## src/hw/pwm_cfg.svh

```systemverilog
// offsets, field positions, reset values and timing counts for the pwm block
`ifndef PWM_CFG_SVH
`define PWM_CFG_SVH
`define REG_PERIOD 8'h00
`define REG_TIMER 8'h01
`define REG_TCTRL 8'h02
`define REG_FLAG 8'h03
`define REG_CH_BASE 8'h10
`define REG_CH_STRIDE 4
`define OFS_CTRL 2'h0
`define OFS_DUTY_HI 2'h1
`define OFS_DUTY_LO 2'h2
`define OFS_PORT 2'h3
`define BIT_EN 7
`define BIT_OE 6
`define BIT_OUT 5
`define BIT_INV 4
`define BIT_RUN 2
`define PRESC_MSB 1
`define PRESC_LSB 0
`define BIT_DIR 1
`define BIT_LATCH 0
`define DUTY_LO_MSB 7
`define DUTY_LO_LSB 6
`define PERIOD_RST 8'hff
`define TIMER_RST 8'h00
`define PRE_DIV1 2'h0
`define PRE_DIV4 2'h1
`define PRE_DIV16 2'h2
`define PRE_DIV64 2'h3
`define PRE_LAST1 6'h00
`define PRE_LAST4 6'h03
`define PRE_LAST16 6'h0f
`define PRE_LAST64 6'h3f
`define INSTR_DIV 4
`endif

```

## src/hw/pwm_pkg.sv

```systemverilog
// types shared by the pwm block
package pwm_pkg;
  typedef logic [7:0] byte_t;
  typedef logic [9:0] duty_t;
  typedef logic [1:0] presc_t;
endpackage

```

## src/hw/shared_timebase_pwm.sv

```systemverilog
// multi-channel pwm sharing one timer, period register and prescaler
// Overview of operation
// every channel has a ten-bit duty resolution
// all channels share one period; each has its own duty value
// no postscaler exists; only prescaler and period shape timing
// all outputs go active when the timer count clears
// output goes inactive when ten-bit time base equals buffered duty
// duty at or above the period setting never clears the output
// duty registers are double buffered, reloaded on period match
// after count equals period: clear, activate, reload; zero duty stays low
// invert bit flips the channel output level
// period is (period+1) times 4 system clocks times prescale
// high register holds eight msbs, low bits 7:6 hold two lsbs
// timer extended by two low bits counting at prescaled system clock
// full ten-bit resolution only with period 255
// pulse width beyond the period leaves the pin unchanged
// clock enable low freezes all state and pin levels
// reset makes all pins inputs and registers their reset values
// clearing drive enable hands the pin back to the port latch
// pwm is muxed with the port latch; direction must be output
// software follows the documented setup order for a clean first period
// the timer advances at one quarter of the system clock
// prescale codes 00,01,10,11 divide by 1,4,16,64
// disabled channel holds inactive level and stops comparing
//
// Decided for this implementation: the register offsets and the plain strobed port.
`timescale 1ns/1ps
`include "pwm_cfg.svh"
module shared_timebase_pwm #(
  parameter int CHANNELS = 4
) (
  // clock, reset and sleep freeze
  input wire logic ref_clk,
  input wire logic reset,
  input wire logic clk_en,
  // register port
  input wire logic [7:0] reg_addr,
  input wire pwm_pkg::byte_t reg_wdata,
  input wire logic reg_wr,
  input wire logic reg_rd,
  output pwm_pkg::byte_t reg_rdata,
  // pins, output enable low while driving
  output logic [CHANNELS-1:0] pin_out,
  output logic [CHANNELS-1:0] pin_oe_n,
  // period match pulse for other peripherals
  output logic period_match
);
  import pwm_pkg::*;

  byte_t period_r;
  byte_t timer_r;
  logic [1:0] sub_r;
  logic [5:0] pre_r;
  presc_t presc_r;
  logic run_r;
  logic flag_r;
  logic match_r;
  logic [5:0] pre_last;
  logic tick;
  logic timer_wr;
  logic tctrl_wr;
  logic at_period;
  duty_t time_base;

  always_comb begin
    unique case (presc_r)
      `PRE_DIV1: pre_last = `PRE_LAST1;
      `PRE_DIV4: pre_last = `PRE_LAST4;
      `PRE_DIV16: pre_last = `PRE_LAST16;
      `PRE_DIV64: pre_last = `PRE_LAST64;
    endcase
  end

  // one sub-step per prescaled system clock; four sub-steps per timer count
  assign tick = run_r && (pre_r == pre_last);
  assign at_period = (timer_r == period_r) &&
    (sub_r == 2'(`INSTR_DIV - 1));
  assign time_base = {timer_r, sub_r};
  assign timer_wr = reg_wr && (reg_addr == `REG_TIMER);
  assign tctrl_wr = reg_wr && (reg_addr == `REG_TCTRL);

  always_ff @(posedge ref_clk) begin
    if (reset) begin
      period_r <= `PERIOD_RST;
    end else if (clk_en && reg_wr && reg_addr == `REG_PERIOD) begin
      period_r <= reg_wdata;
    end
  end

  always_ff @(posedge ref_clk) begin
    if (reset) begin
      presc_r <= `PRE_DIV1;
    end else if (clk_en && tctrl_wr) begin
      presc_r <= reg_wdata[`PRESC_MSB:`PRESC_LSB];
    end
  end

  always_ff @(posedge ref_clk) begin
    if (reset) begin
      run_r <= 1'b0;
    end else if (clk_en && tctrl_wr) begin
      run_r <= reg_wdata[`BIT_RUN];
    end
  end

  // prescaler cleared on timer or control writes
  always_ff @(posedge ref_clk) begin
    if (reset) begin
      pre_r <= '0;
    end else if (clk_en) begin
      if (timer_wr || tctrl_wr || tick || !run_r) begin
        pre_r <= '0;
      end else begin
        pre_r <= pre_r + 6'h01;
      end
    end
  end

  always_ff @(posedge ref_clk) begin
    if (reset) begin
      timer_r <= `TIMER_RST;
      sub_r <= '0;
    end else if (clk_en) begin
      if (timer_wr) begin
        timer_r <= reg_wdata;
        sub_r <= '0;
      end else if (tick) begin
        if (at_period) begin
          timer_r <= `TIMER_RST;
          sub_r <= '0;
        end else begin
          {timer_r, sub_r} <= time_base + 10'h001;
        end
      end
    end
  end

  always_ff @(posedge ref_clk) begin
    if (reset) begin
      match_r <= 1'b0;
    end else if (clk_en) begin
      match_r <= tick && at_period;
    end
  end

  // set wins over a software clear in the same cycle
  always_ff @(posedge ref_clk) begin
    if (reset) begin
      flag_r <= 1'b0;
    end else if (clk_en) begin
      if (tick && at_period) begin
        flag_r <= 1'b1;
      end else if (reg_wr && reg_addr == `REG_FLAG &&
                   !reg_wdata[`BIT_LATCH]) begin
        flag_r <= 1'b0;
      end
    end
  end

  assign period_match = match_r;

  logic [CHANNELS-1:0] en_r;
  logic [CHANNELS-1:0] oe_r;
  logic [CHANNELS-1:0] inv_r;
  logic [CHANNELS-1:0] lvl_r;
  logic [CHANNELS-1:0] dir_out_r;
  logic [CHANNELS-1:0] latch_r;
  byte_t ctrl_rd [CHANNELS];
  byte_t dhi_rd [CHANNELS];
  byte_t dlo_rd [CHANNELS];
  byte_t port_rd [CHANNELS];

  genvar g;
  generate
    for (g = 0; g < CHANNELS; g++) begin : g_ch
      localparam logic [7:0] BASE = 8'(`REG_CH_BASE + g * `REG_CH_STRIDE);
      byte_t dhi_r;
      logic [1:0] dlo_r;
      duty_t buf_r;
      logic wr_ctrl;
      logic wr_hi;
      logic wr_lo;
      logic wr_port;
      duty_t period_base;
      assign wr_ctrl = reg_wr && reg_addr == BASE + 8'(`OFS_CTRL);
      assign wr_hi = reg_wr && reg_addr == BASE + 8'(`OFS_DUTY_HI);
      assign wr_lo = reg_wr && reg_addr == BASE + 8'(`OFS_DUTY_LO);
      assign wr_port = reg_wr && reg_addr == BASE + 8'(`OFS_PORT);
      assign period_base = {period_r, 2'(`INSTR_DIV - 1)};

      always_ff @(posedge ref_clk) begin
        if (reset) begin
          en_r[g] <= 1'b0;
        end else if (clk_en && wr_ctrl) begin
          en_r[g] <= reg_wdata[`BIT_EN];
        end
      end

      always_ff @(posedge ref_clk) begin
        if (reset) begin
          oe_r[g] <= 1'b0;
        end else if (clk_en && wr_ctrl) begin
          oe_r[g] <= reg_wdata[`BIT_OE];
        end
      end

      always_ff @(posedge ref_clk) begin
        if (reset) begin
          inv_r[g] <= 1'b0;
        end else if (clk_en && wr_ctrl) begin
          inv_r[g] <= reg_wdata[`BIT_INV];
        end
      end

      always_ff @(posedge ref_clk) begin
        if (reset) begin
          dir_out_r[g] <= 1'b0;
        end else if (clk_en && wr_port) begin
          dir_out_r[g] <= reg_wdata[`BIT_DIR];
        end
      end

      always_ff @(posedge ref_clk) begin
        if (reset) begin
          latch_r[g] <= 1'b0;
        end else if (clk_en && wr_port) begin
          latch_r[g] <= reg_wdata[`BIT_LATCH];
        end
      end

      // written at any time; the compare sees only the buffer
      always_ff @(posedge ref_clk) begin
        if (reset) begin
          dhi_r <= '0;
        end else if (clk_en && wr_hi) begin
          dhi_r <= reg_wdata;
        end
      end

      // halves load independently, so a torn update lasts one period only
      always_ff @(posedge ref_clk) begin
        if (reset) begin
          dlo_r <= '0;
        end else if (clk_en && wr_lo) begin
          dlo_r <= reg_wdata[`DUTY_LO_MSB:`DUTY_LO_LSB];
        end
      end

      always_ff @(posedge ref_clk) begin
        if (reset) begin
          buf_r <= '0;
        end else if (clk_en && tick && at_period) begin
          buf_r <= {dhi_r, dlo_r};
        end
      end

      // lvl_r is the active-high waveform before inversion
      always_ff @(posedge ref_clk) begin
        if (reset) begin
          lvl_r[g] <= 1'b0;
        end else if (clk_en) begin
          if (!en_r[g]) begin
            lvl_r[g] <= 1'b0;
          end else if (tick && at_period) begin
            // new duty takes effect with the new period
            lvl_r[g] <= ({dhi_r, dlo_r} != 10'h000);
          end else if (tick && buf_r <= period_base &&
                       time_base + 10'h001 == buf_r) begin
            lvl_r[g] <= 1'b0;
          end
        end
      end

      always_ff @(posedge ref_clk) begin
        if (reset) begin
          pin_oe_n[g] <= 1'b1;
        end else if (clk_en) begin
          pin_oe_n[g] <= !dir_out_r[g];
        end
      end

      // pin level lags the waveform by one clock so the pin is a flop
      always_ff @(posedge ref_clk) begin
        if (reset) begin
          pin_out[g] <= 1'b0;
        end else if (clk_en) begin
          if (oe_r[g]) begin
            pin_out[g] <= lvl_r[g] ^ inv_r[g];
          end else begin
            pin_out[g] <= latch_r[g];
          end
        end
      end

      assign ctrl_rd[g] = {
        en_r[g],
        oe_r[g],
        lvl_r[g] ^ inv_r[g],
        inv_r[g],
        4'h0
      };
      assign dhi_rd[g] = dhi_r;
      assign dlo_rd[g] = {dlo_r, 6'h00};
      assign port_rd[g] = {6'h00, dir_out_r[g], latch_r[g]};
    end
  endgenerate

  byte_t rd_nxt;
  always_comb begin
    rd_nxt = 8'h00;
    unique case (reg_addr)
      `REG_PERIOD: rd_nxt = period_r;
      `REG_TIMER: rd_nxt = timer_r;
      `REG_TCTRL: rd_nxt = {5'h00, run_r, presc_r};
      `REG_FLAG: rd_nxt = {7'h00, flag_r};
      default: begin
        for (int i = 0; i < CHANNELS; i++) begin
          if (reg_addr == 8'(`REG_CH_BASE + i * `REG_CH_STRIDE) +
              8'(`OFS_CTRL)) begin
            rd_nxt = ctrl_rd[i];
          end
          if (reg_addr == 8'(`REG_CH_BASE + i * `REG_CH_STRIDE) +
              8'(`OFS_DUTY_HI)) begin
            rd_nxt = dhi_rd[i];
          end
          if (reg_addr == 8'(`REG_CH_BASE + i * `REG_CH_STRIDE) +
              8'(`OFS_DUTY_LO)) begin
            rd_nxt = dlo_rd[i];
          end
          if (reg_addr == 8'(`REG_CH_BASE + i * `REG_CH_STRIDE) +
              8'(`OFS_PORT)) begin
            rd_nxt = port_rd[i];
          end
        end
      end
    endcase
  end

  // read data held only in the cycle after the strobe
  always_ff @(posedge ref_clk) begin
    if (reset) begin
      reg_rdata <= 8'h00;
    end else if (clk_en && reg_rd) begin
      reg_rdata <= rd_nxt;
    end else if (clk_en) begin
      reg_rdata <= 8'h00;
    end
  end

endmodule // shared_timebase_pwm

```

## config.mk

```make
export PLATFORM = sky130hd
export DESIGN_NAME = shared_timebase_pwm
export DESIGN_NICKNAME = d
export VERILOG_FILES = /design/src/hw/pwm_pkg.sv /design/src/hw/shared_timebase_pwm.sv
export VERILOG_INCLUDE_DIRS = /design/src /design/src/hw
export SDC_FILE = /design/constraint.sdc
export NUM_CORES = 1
export LEC_CHECK = 0
export BUFFER_PORTS_ARGS = -buffer_cell sky130_fd_sc_hd__buf_4
export CAP_MARGIN = 20
export CORE_MARGIN = 3
export CORE_UTILIZATION = 25
export DETAILED_ROUTE_END_ITERATION = 8
export PLACE_DENSITY_LB_ADDON = 0.2
export SYNTH_ARGS = -nofsm -noshare
export SYNTH_HDL_FRONTEND = slang
export SYNTH_SLANG_ARGS = --single-unit
export TNS_END_PERCENT = 50
```

## constraint.sdc

```tcl
create_clock -name ref_clk -period 2.5 [get_ports ref_clk]
set_input_delay 0 -clock ref_clk [delete_from_list [all_inputs] [get_ports ref_clk]]
set_output_delay 0 -clock ref_clk [all_outputs]
set_load 0.02 [all_outputs]
```

Word level (Yosys, flattened, before mapping) --
Index checks and enable logic that the tools add are counted.
Operators by class: eq/ne operators 33, mux-type cells 45, reductions and logical operators 77, add/sub/neg operators 2, bitwise operators 4, $lt $le $gt $ge 4
Operators with widths (number):
- $mux W8 | 21
- $eq A8 B5 Y1 const B | 16
- $logic_and A1 B1 Y1 | 53
- $eq A10 B10 Y1 | 4
- $le A10 B10 Y1 | 4
- $reduce_bool A10 Y1 | 4
- $pmux W8 S4 | 1
- $pmux W6 S4 | 1
- $mux W1 | 18
- $eq A8 B2 Y1 const B | 2
- $ne A3 B1 Y1 const B | 4
- $reduce_and A2 Y1 | 6
- $add A10 B1 Y10 const B | 1
- $eq A8 B1 Y1 const B | 1
- $eq A8 B8 Y1 | 1
- $logic_not A8 Y1 | 1
- $add A6 B1 Y6 const B | 1
- $eq A2 B2 Y1 const B | 3
- $eq A6 B6 Y1 | 1
- $logic_not A1 Y1 | 6
- $mux W2 | 3
- $mux W6 | 1
- $reduce_bool A2 Y1 | 3
- $xor A1 B1 Y1 | 4
- other kinds (3) | 5
Storage, ports and cells: register bits after elaboration 149, word-level logic and storage cells 218, input port bits 21

Longest topological paths before layout --
Gate-level depths: netlist (run 1).
depth after elaboration 19, mapped depth 10

Worst setup path after synthesis (run 1) --
OpenSTA, ideal clock, no wires.
path kind reg-to-reg, from register sub_r[1], to register lvl_r[1], buffers on the path 1, cell stages (with the launch flop) 9, slack 0.340 ns, setup time 0.125 ns, data arrival time 2.034 ns, cell sequence dfxtp_1 -> ha_1 -> and3_1 -> buf_4 -> xnor2_1 -> or4_1 -> a311oi_1 -> nand4_1 -> o41a_1
Between the ends: word-level cells in the longest chain between the ends 5, elaborated cells between the ends (all ways) 10, those cells by class add/sub: 1; eq/ne: 3; mux: 2; reduce/logical: 4
Ends and longest elaborated chain:
- from (decl) | RTL line shared_timebase_pwm.sv:52 | logic [1:0] sub_r;
- from (signal assigned) | RTL line shared_timebase_pwm.sv:132 | {timer_r, sub_r} <= time_base + 10'h001;
- $add A10 B1 Y10 / $eq A2 B2 Y1 (equally long branches) | RTL line shared_timebase_pwm.sv:268, shared_timebase_pwm.sv:77
- $eq A10 B10 Y1 / $logic_and A1 B1 Y1 (equally long branches) | RTL line shared_timebase_pwm.sv:268, shared_timebase_pwm.sv:76
- $logic_and A1 B1 Y1, on equally long branches | RTL line shared_timebase_pwm.sv:267, shared_timebase_pwm.sv:264
- $ne A3 B1 Y1 (no source line) / $mux W1 (equally long branches)
- $reduce_and A2 Y1 (no source line) / $mux W1 (equally long branches)
- to (signal, indexed assignment) | RTL line shared_timebase_pwm.sv:266 | lvl_r[g] <= ({dhi_r, dlo_r} != 10'h000);
- to (decl) | RTL line shared_timebase_pwm.sv:165 | logic [CHANNELS-1:0] lvl_r;
Parallel ways exist; a longest one is shown, timed or not. A chain may end at the register's enable or synchronous reset.

Worst setup path in the final report (run 1) --
from register timer_r[2], to register lvl_r[1]
Between the ends: word-level cells in the longest chain between the ends 5, elaborated cells between the ends (all ways) 10, those cells by class add/sub: 1; eq/ne: 3; mux: 2; reduce/logical: 4
Ends and longest elaborated chain:
- from (decl) | RTL line shared_timebase_pwm.sv:51 | byte_t timer_r;
- from (signal assigned) | RTL line shared_timebase_pwm.sv:121 | timer_r <= `TIMER_RST;
- from (signal assigned) | RTL line shared_timebase_pwm.sv:125 | timer_r <= reg_wdata;
- from (signal assigned) | RTL line shared_timebase_pwm.sv:129 | timer_r <= `TIMER_RST;
- $add A10 B1 Y10 / $eq A8 B8 Y1 (equally long branches) | RTL line shared_timebase_pwm.sv:268, shared_timebase_pwm.sv:76
- $eq A10 B10 Y1 / $logic_and A1 B1 Y1 (equally long branches) | RTL line shared_timebase_pwm.sv:268, shared_timebase_pwm.sv:76
- $logic_and A1 B1 Y1, on equally long branches | RTL line shared_timebase_pwm.sv:267, shared_timebase_pwm.sv:264
- $ne A3 B1 Y1 (no source line) / $mux W1 (equally long branches)
- $reduce_and A2 Y1 (no source line) / $mux W1 (equally long branches)
Parallel ways exist; a longest one is shown, timed or not.

==> summary.txt, run 1 <==
Timing
  – RSZ-0062 raised after global routing: no
  – Worst-margin pin slew: between 0.7 and 0.8 ns
  – Setup TNS: 0 ns
  – Endpoints failing setup: 0
  – Maximum clock frequency: approximately 420 MHz
  – Clock Skews: around 0.012 ns
  – Period Utilization, post-route: between 90% and 100%
  – Final Hold Vio Count: 0
  – Final Max Slew Viols: 0
  – Rel. slew slack: between 40% and 50%
  – Crit path time final: between 2 and 2.5 ns

Synthesis
  – FF+latch count, synth: ~150
  – Post-Synthesis Cell Area: approximately 0.0086 sq mm
  – Async set-reset flop share out of synthesis: 0%
  – Post-Syn Instances: approximately 1100
  – Syn nets: about 1100
  – Top post-synthesis cells by count: nand2_1, dfxtp_1, a21oi_1, nor2_1, mux2i_1
  – Synth cell types: 73
  – Post-synth top area cell: dfxtp_1
  – Area contributors post-synth: dfxtp_1, nand2_1, a21oi_1
  – Synthesis Warnings: 0
  – Post-synth EDFFs: 0
  – Syn avg cell area: about 8 sq um
  – Post-synth top flop: dfxtp_1
  – Most common cell in the netlist: nand2_1
  – Post-synth top area share: 34.7%
  – Register area share after synthesis: about a third

Placement
  – DP Cell Count: roughly 1500
  – DP HPWL: 24500 um
  – Placer congestion estimate: 0.893
  – # port buffers: 37
  – Area after DPL: between 0.009 and 0.01 sq mm

Setup path
  – Crit. End Element: flop
  – Path type of the worst setup path: flop to flop
  – Crit Path Max Fanout: 11
  – Worst Path Arrival: around 2.7 ns
  – CP required: about 2.8 ns
  – Most used cell, CP: and4_1
  – Startpoint Class: flop
  – Top cell family by delay on the critical path: simple AND/OR/NAND/NOR gates
  – CP bufs+invs: 0
  – CP Cell Sequence: and4_1, and4_1, xnor2_2, xor2_1, o21ai_0, o41a_1
  – Critical Path Max Stage Delay: roughly 0.63 ns
  – Slowest cell on crit path: dfxtp_1

Detailed routing
  – Final ANT Viol Nets: 0
  – First drt pass iteration count: 7
  – Routed wire length: 33000 um
  – Drt wl/cell: about 21 um
  – DR DRC count: 0
  – Drt via density: between 5 and 6
  – Iter 0 DRT Violations: between 700 and 800
  – Via Count: 8214

Power and ir drop
  – VDD IR-drop max: between 0.5 and 0.6 mV
  – Leak Pwr: just under 4 nW
  – Pwr per Cell Area: 524 mW/mm^2
  – Total power: between 5 and 6 mW

Floorplanning
  – Core area: about 0.034 sq mm
  – Die H: around 190 um
  – Die area: around 0.037 sq mm
  – Ports: 38
  – Initial core utilization: between 20% and 30%
  – Row count: 67
  – Die W: roughly 190 um

Clock network
  – H-tree levels: 4
  – Setup Fix Bufs, Post-CTS: 0
  – CTS Buf Count: 17
  – CTS tree: done
  – Clock transition at path regs: 0.07 ns
  – CTS max path bufs: 2
  – Skew-Pair Late Insertion Delay: 0.44 ns
  – Sink Count: between 100 and 150
  – Root Driver: clkbuf_16

Global route
  – Vias in the first global route: between 7000 and 8000
  – Largest net degree at the start of global routing: around 110
  – First-pass GRT wire length: 49300 um
  – All-Layer GR Usage: between 10% and 20%
  – Antenna violations before repair: 0
  – GR Overflow Total: 0

Finish
  – Final-stage net count: roughly 1200
  – Share of post-route cells with drive strength above 1: 12.6%
  – Synth-to-layout area growth: 19.0%
  – Fin util: between 30% and 40%
  – Finished Layout Cells: 1578
  – Design Area, Final: ~0.010 sq mm

Outcome
  – Status: completed

Run
  – Max Cap Viol: 0

Min path
  – Hold/Removal Path Class: primary input to flop
layout by cell type, fill, tap and decap left out, types with 6 or more instances in the layout:
master and n:
or4_1 9, nand2b_1 7, nor4_1 10, dfxtp_1 149, o21ai_0 45, nand3_1 32
buf_4 85, nor2_1 97, and4_1 6, dlygate4sd3_1 11, a21oi_1 106, nor3_1 14
mux2i_1 51, a31oi_1 11, o211ai_1 17, ha_1 34, a22oi_1 10, inv_1 21
nor2b_1 7, o221ai_1 7, xnor2_1 44, nand4_1 17, or3_1 6, a211oi_1 8
o2bb2ai_1 6, clkbuf_16 17, nand2_1 174, xor2_1 16
cells by family after synthesis:
logic type / Yosys count / share of synthesized area, %
compound gates: 264 / 19.4
simple gates: 408 / 22.0
buf+inv: 97 / 5.02
xor+xnor: 62 / 6.56
flops: 149 / 34.7
mux: 59 / 7.38
fa+ha+maj: 34 / 4.95
registers in the layout, indices dropped and copies added (netlist names):
name	flops
latch_r	4
dir_out_r	4
sub_r	2
pre_r	6
pin_out	4
g_ch.buf_r	40
timer_r	8
g_ch.dhi_r	32
g_ch.dlo_r	8
lvl_r	4
presc_r	2
ctrl_rd	12
flag_r	1
period_match	1
pin_oe_n	4
period_r	8
reg_rdata	8
run_r	1
final cells by class:
type	count	area [sq um]
clock inverters	11	149
clock buffers	21	460
fillers	3710	23500
diodes	1	2.50
multi-input cells	827	5180
repair buffers	99	808
inverters	22	82.6
well taps	448	561
flip-flops and latches	149	2980
report_power, final:
part	internal [mW]	switching [mW]	total (mW)
Combinational	0.0791	0.196	0.275
Sequential	2.37	0.00163	2.38
Clock	1.63	1.09	2.71
Total	4.08	1.28	5.37
worst paths after layout:
check	startpoint	endpoint	slack, ns	cells after the start
min reg2reg	period_match	period_match	0.48	2
min	reg_wr	pre_r[1]	0.12	4
max reg2reg	timer_r[2]	lvl_r[1]	0.12	6
max	timer_r[2]	lvl_r[1]	0.12	6
through the flow:
step / worst slack, ns / hold slack [ns]
2_1_floorplan: 0.340 / 0.103
6_report: 0.122 / 0.116
3_3_place_gp: 0.221 / 0.309
5_1_grt: 0.0181 / 0.182
3_5_place_dp: 0.204 / 0.308
4_1_cts: 0.187 / 0.112
metal layers:
| metal | up-vias | share of wire (%) | GRT usage (%) |
|---|---|---|---|
| met4 | 0 | 1.3 | 4.26 |
| met5 | - | 0 | 0 |
| met3 | 37 | 5.6 | 3.34 |
| met2 | 233 | 45 | 28.0 |
| met1 | 4020 | 48 | 25.9 |
| li1 | 3924 | - | - |
worst register-to-register path: stages (launching register included):
cell and delay, ns:
dfxtp_1 0.63, and4_1 0.39, and4_1 0.32, xnor2_2 0.22, xor2_1 0.20, o21ai_0 0.11, o41a_1 0.40
timing repair:
item	in CTS	in global routing
endpoints found under the setup margin	0	0
resized for setup	0	0
endpoints found under the hold margin	70	0
hold buffers	11	0
(Power assumes the default switching activity.)
==> inputs of run 2 (changes only) <==
Settings changed: CORE_UTILIZATION 25 to 40.
==> run 2 against run 1 <==
Final cell count fell by 12%; final area fell by 3.1%; global-route usage rose by 7.2 points; critical path type unchanged; largest power group unchanged.
==> summary.txt, run 2 (synthesized netlist as in run 1, its figures left out) <==
Outcome
  – Status: completed

Finish
  – Final-stage net count: roughly 1200
  – Fillers: between 2000 and 2500
  – Commonest non-fill, non-tap cell in the layout: nand2_1
  – Multi-input gate area in the final layout: roughly 0.0052 sq mm
  – Share of post-route cells with drive strength above 1: 11.9%
  – Most frequent cells in the layout: nand2_1, dfxtp_1, a21oi_1, nor2_1, buf_4
  – Antenna fix cells: 0
  – Biggest register: g_ch.buf_r
  – Largest register FFs: 40
  – Synth-to-layout area growth: 15.3%
  – Register area: around 0.0030 sq mm

Power and ir drop
  – Pwr per Cell Area: 540 mW/mm^2
  – VDD IR-drop max: between 0.4 and 0.5 mV
  – Gate power share: between 4 and 5%
  – Leak Pwr: 3.82 nW
  – Switching part of the total: 24.2%
  – P_sw: between 1 and 1.5 mW
  – Clock group share of total power: 50.8%
  – Internal power: around 4.1 mW
  – Power share of the sequential group: 44.4%

Floorplanning
  – Die H: roughly 150 um
  – Die W: 153 um
  – Row count: 53
  – Die area: 0.0233 sq mm
  – Ports: 38
  – Core area: around 0.021 sq mm
  – Initial core utilization: approximately two fifths

Detailed routing
  – First drt pass iteration count: 6
  – Drt via density: around 6
  – Final ANT Viol Nets: 0
  – DR DRC count: 0
  – Routed wire length: ~30000 um
  – Drt wl/cell: around 21 um
  – Via Count: 8235
  – Iter 0 DRT Violations: between 800 and 900

Timing
  – Worst Slack Setup Final: roughly 0.19 ns
  – Rel. slew slack: about 50%
  – Period Utilization, post-route: between 90% and 100%
  – Setup TNS: 0 ns
  – RSZ-0062 raised after global routing: no
  – Crit path time final: roughly 2.3 ns
  – Hold Slack: roughly 0.016 ns
  – Endpoints failing setup: 0
  – Final Hold Vio Count: 0
  – Final Max Slew Viols: 0
  – Worst-margin pin slew: between 0.7 and 0.8 ns
  – Maximum clock frequency: around 430 MHz
  – Clock Skews: 0.00961 ns

Setup path
  – Worst Path Arrival: between 2 and 3 ns
  – Path type of the worst setup path: flop to flop
  – Startpoint Class: flop
  – CP required: between 2 and 3 ns
  – Crit. End Element: flop
  – Crit Path Max Fanout: 9

Global route
  – First-pass GRT wire length: about 46000 um
  – All-Layer GR Usage: about a quarter
  – GR Overflow Total: 0
  – Largest net degree at the start of global routing: between 50 and 60
  – Vias in the first global route: 7676
  – Antenna violations before repair: 0

Clock network
  – CTS Buf Count: 17
  – H-tree levels: 4
  – CTS tree: done
  – Setup Fix Bufs, Post-CTS: 0
  – Clock transition at path regs: roughly 0.06 ns
  – Sink Count: ~150
  – Root Driver: clkbuf_16
  – CTS max path bufs: 2
  – Skew-Pair Late Insertion Delay: ~0.44 ns

Placement
  – DP HPWL: roughly 22000 um
  – Placer congestion estimate: roughly 0.93
  – DP Worst Slack: ~0.17 ns
  – # port buffers: 37

Min path
  – Hold/Removal Path Class: primary input to flop

Run
  – Max Cap Viol: 0
run 2: changes by cell type in the layout (fill, tap and decap cells not counted):
cell,previous run,this run
a2111oi_0,1,0
a2111oi_1,0,1
buf_12,3,2
buf_4,85,77
clkbuf_1,2,1
clkbuf_8,2,1
clkinv_2,3,0
clkinv_4,4,2
clkinvlp_4,0,2
diode_2,1,0
dlygate4sd3_1,11,9
inv_6,1,4
inv_8,0,1
run 2: power by group through the flow:
stage	Combinational [mW]	Clock (mW)	Sequential (mW)
final	0.261	2.72	2.38
after detailed placement	0.243	0	2.43
after global routing	0.275	2.85	2.37
after CTS	0.254	2.74	2.38
after floorplan	0.130	0	2.43
after global placement	0.244	0	2.43
run 2: per-layer routing:
metal	GRT usage [%]	wire length (um)	vias up
met5	0	0	-
met4	8.15	764	0
met3	4.43	2270	45
met2	38.5	13400	340
met1	36.5	13500	3944
li1	-	-	3906
run 2: final timing paths:
kind | slack (ns) | cells after the start | to | start
worst max-delay path | 0.19 | 7 | lvl_r[1] | timer_r[2]
worst min-delay path | 0.02 | 2 | g_ch[2].dhi_r[2] | reset
worst max register to register | 0.19 | 7 | lvl_r[1] | timer_r[2]
worst min register to register | 0.47 | 2 | period_match | period_match
run 2: timing repair:
item / 4_1_cts / 5_1_grt
hold buffers: 9 / 0
hold endpoints to repair: 63 / 0
resized for setup: 0 / 1
setup endpoints to repair: 0 / 1
run 2: critical path: stages, from the launching register on:
cell and delay (ns):
dfxtp_1 0.57, buf_4 0.24, nand2_1 0.14, nor3_1 0.31
xnor2_1 0.29, xor2_1 0.19, nand4_1 0.12, o41a_1 0.33
run 2: layout make-up:
type / count / share of cell area, %
multi-input cells: 827 / 52.3
flip-flops and latches: 149 / 30.1
repair buffers: 88 / 7.14
clock buffers: 19 / 4.47
well taps: 275 / 3.47
clock inverters: 12 / 1.70
inverters: 22 / 0.833
run 2: stage by stage:
step / utilization, % / instances / area (sq um) / power [mW]
2_1_floorplan: - / 1073 / 8600 / 2.56
3_3_place_gp: 43.7 / 1352 / 9210 / 2.67
3_5_place_dp: 43.7 / 1352 / 9210 / 2.67
4_1_cts: 47.0 / 1392 / 9910 / 5.37
5_1_grt: 47.0 / 1392 / 9910 / 5.50
6_report: 47.0 / 1392 / 9910 / 5.36
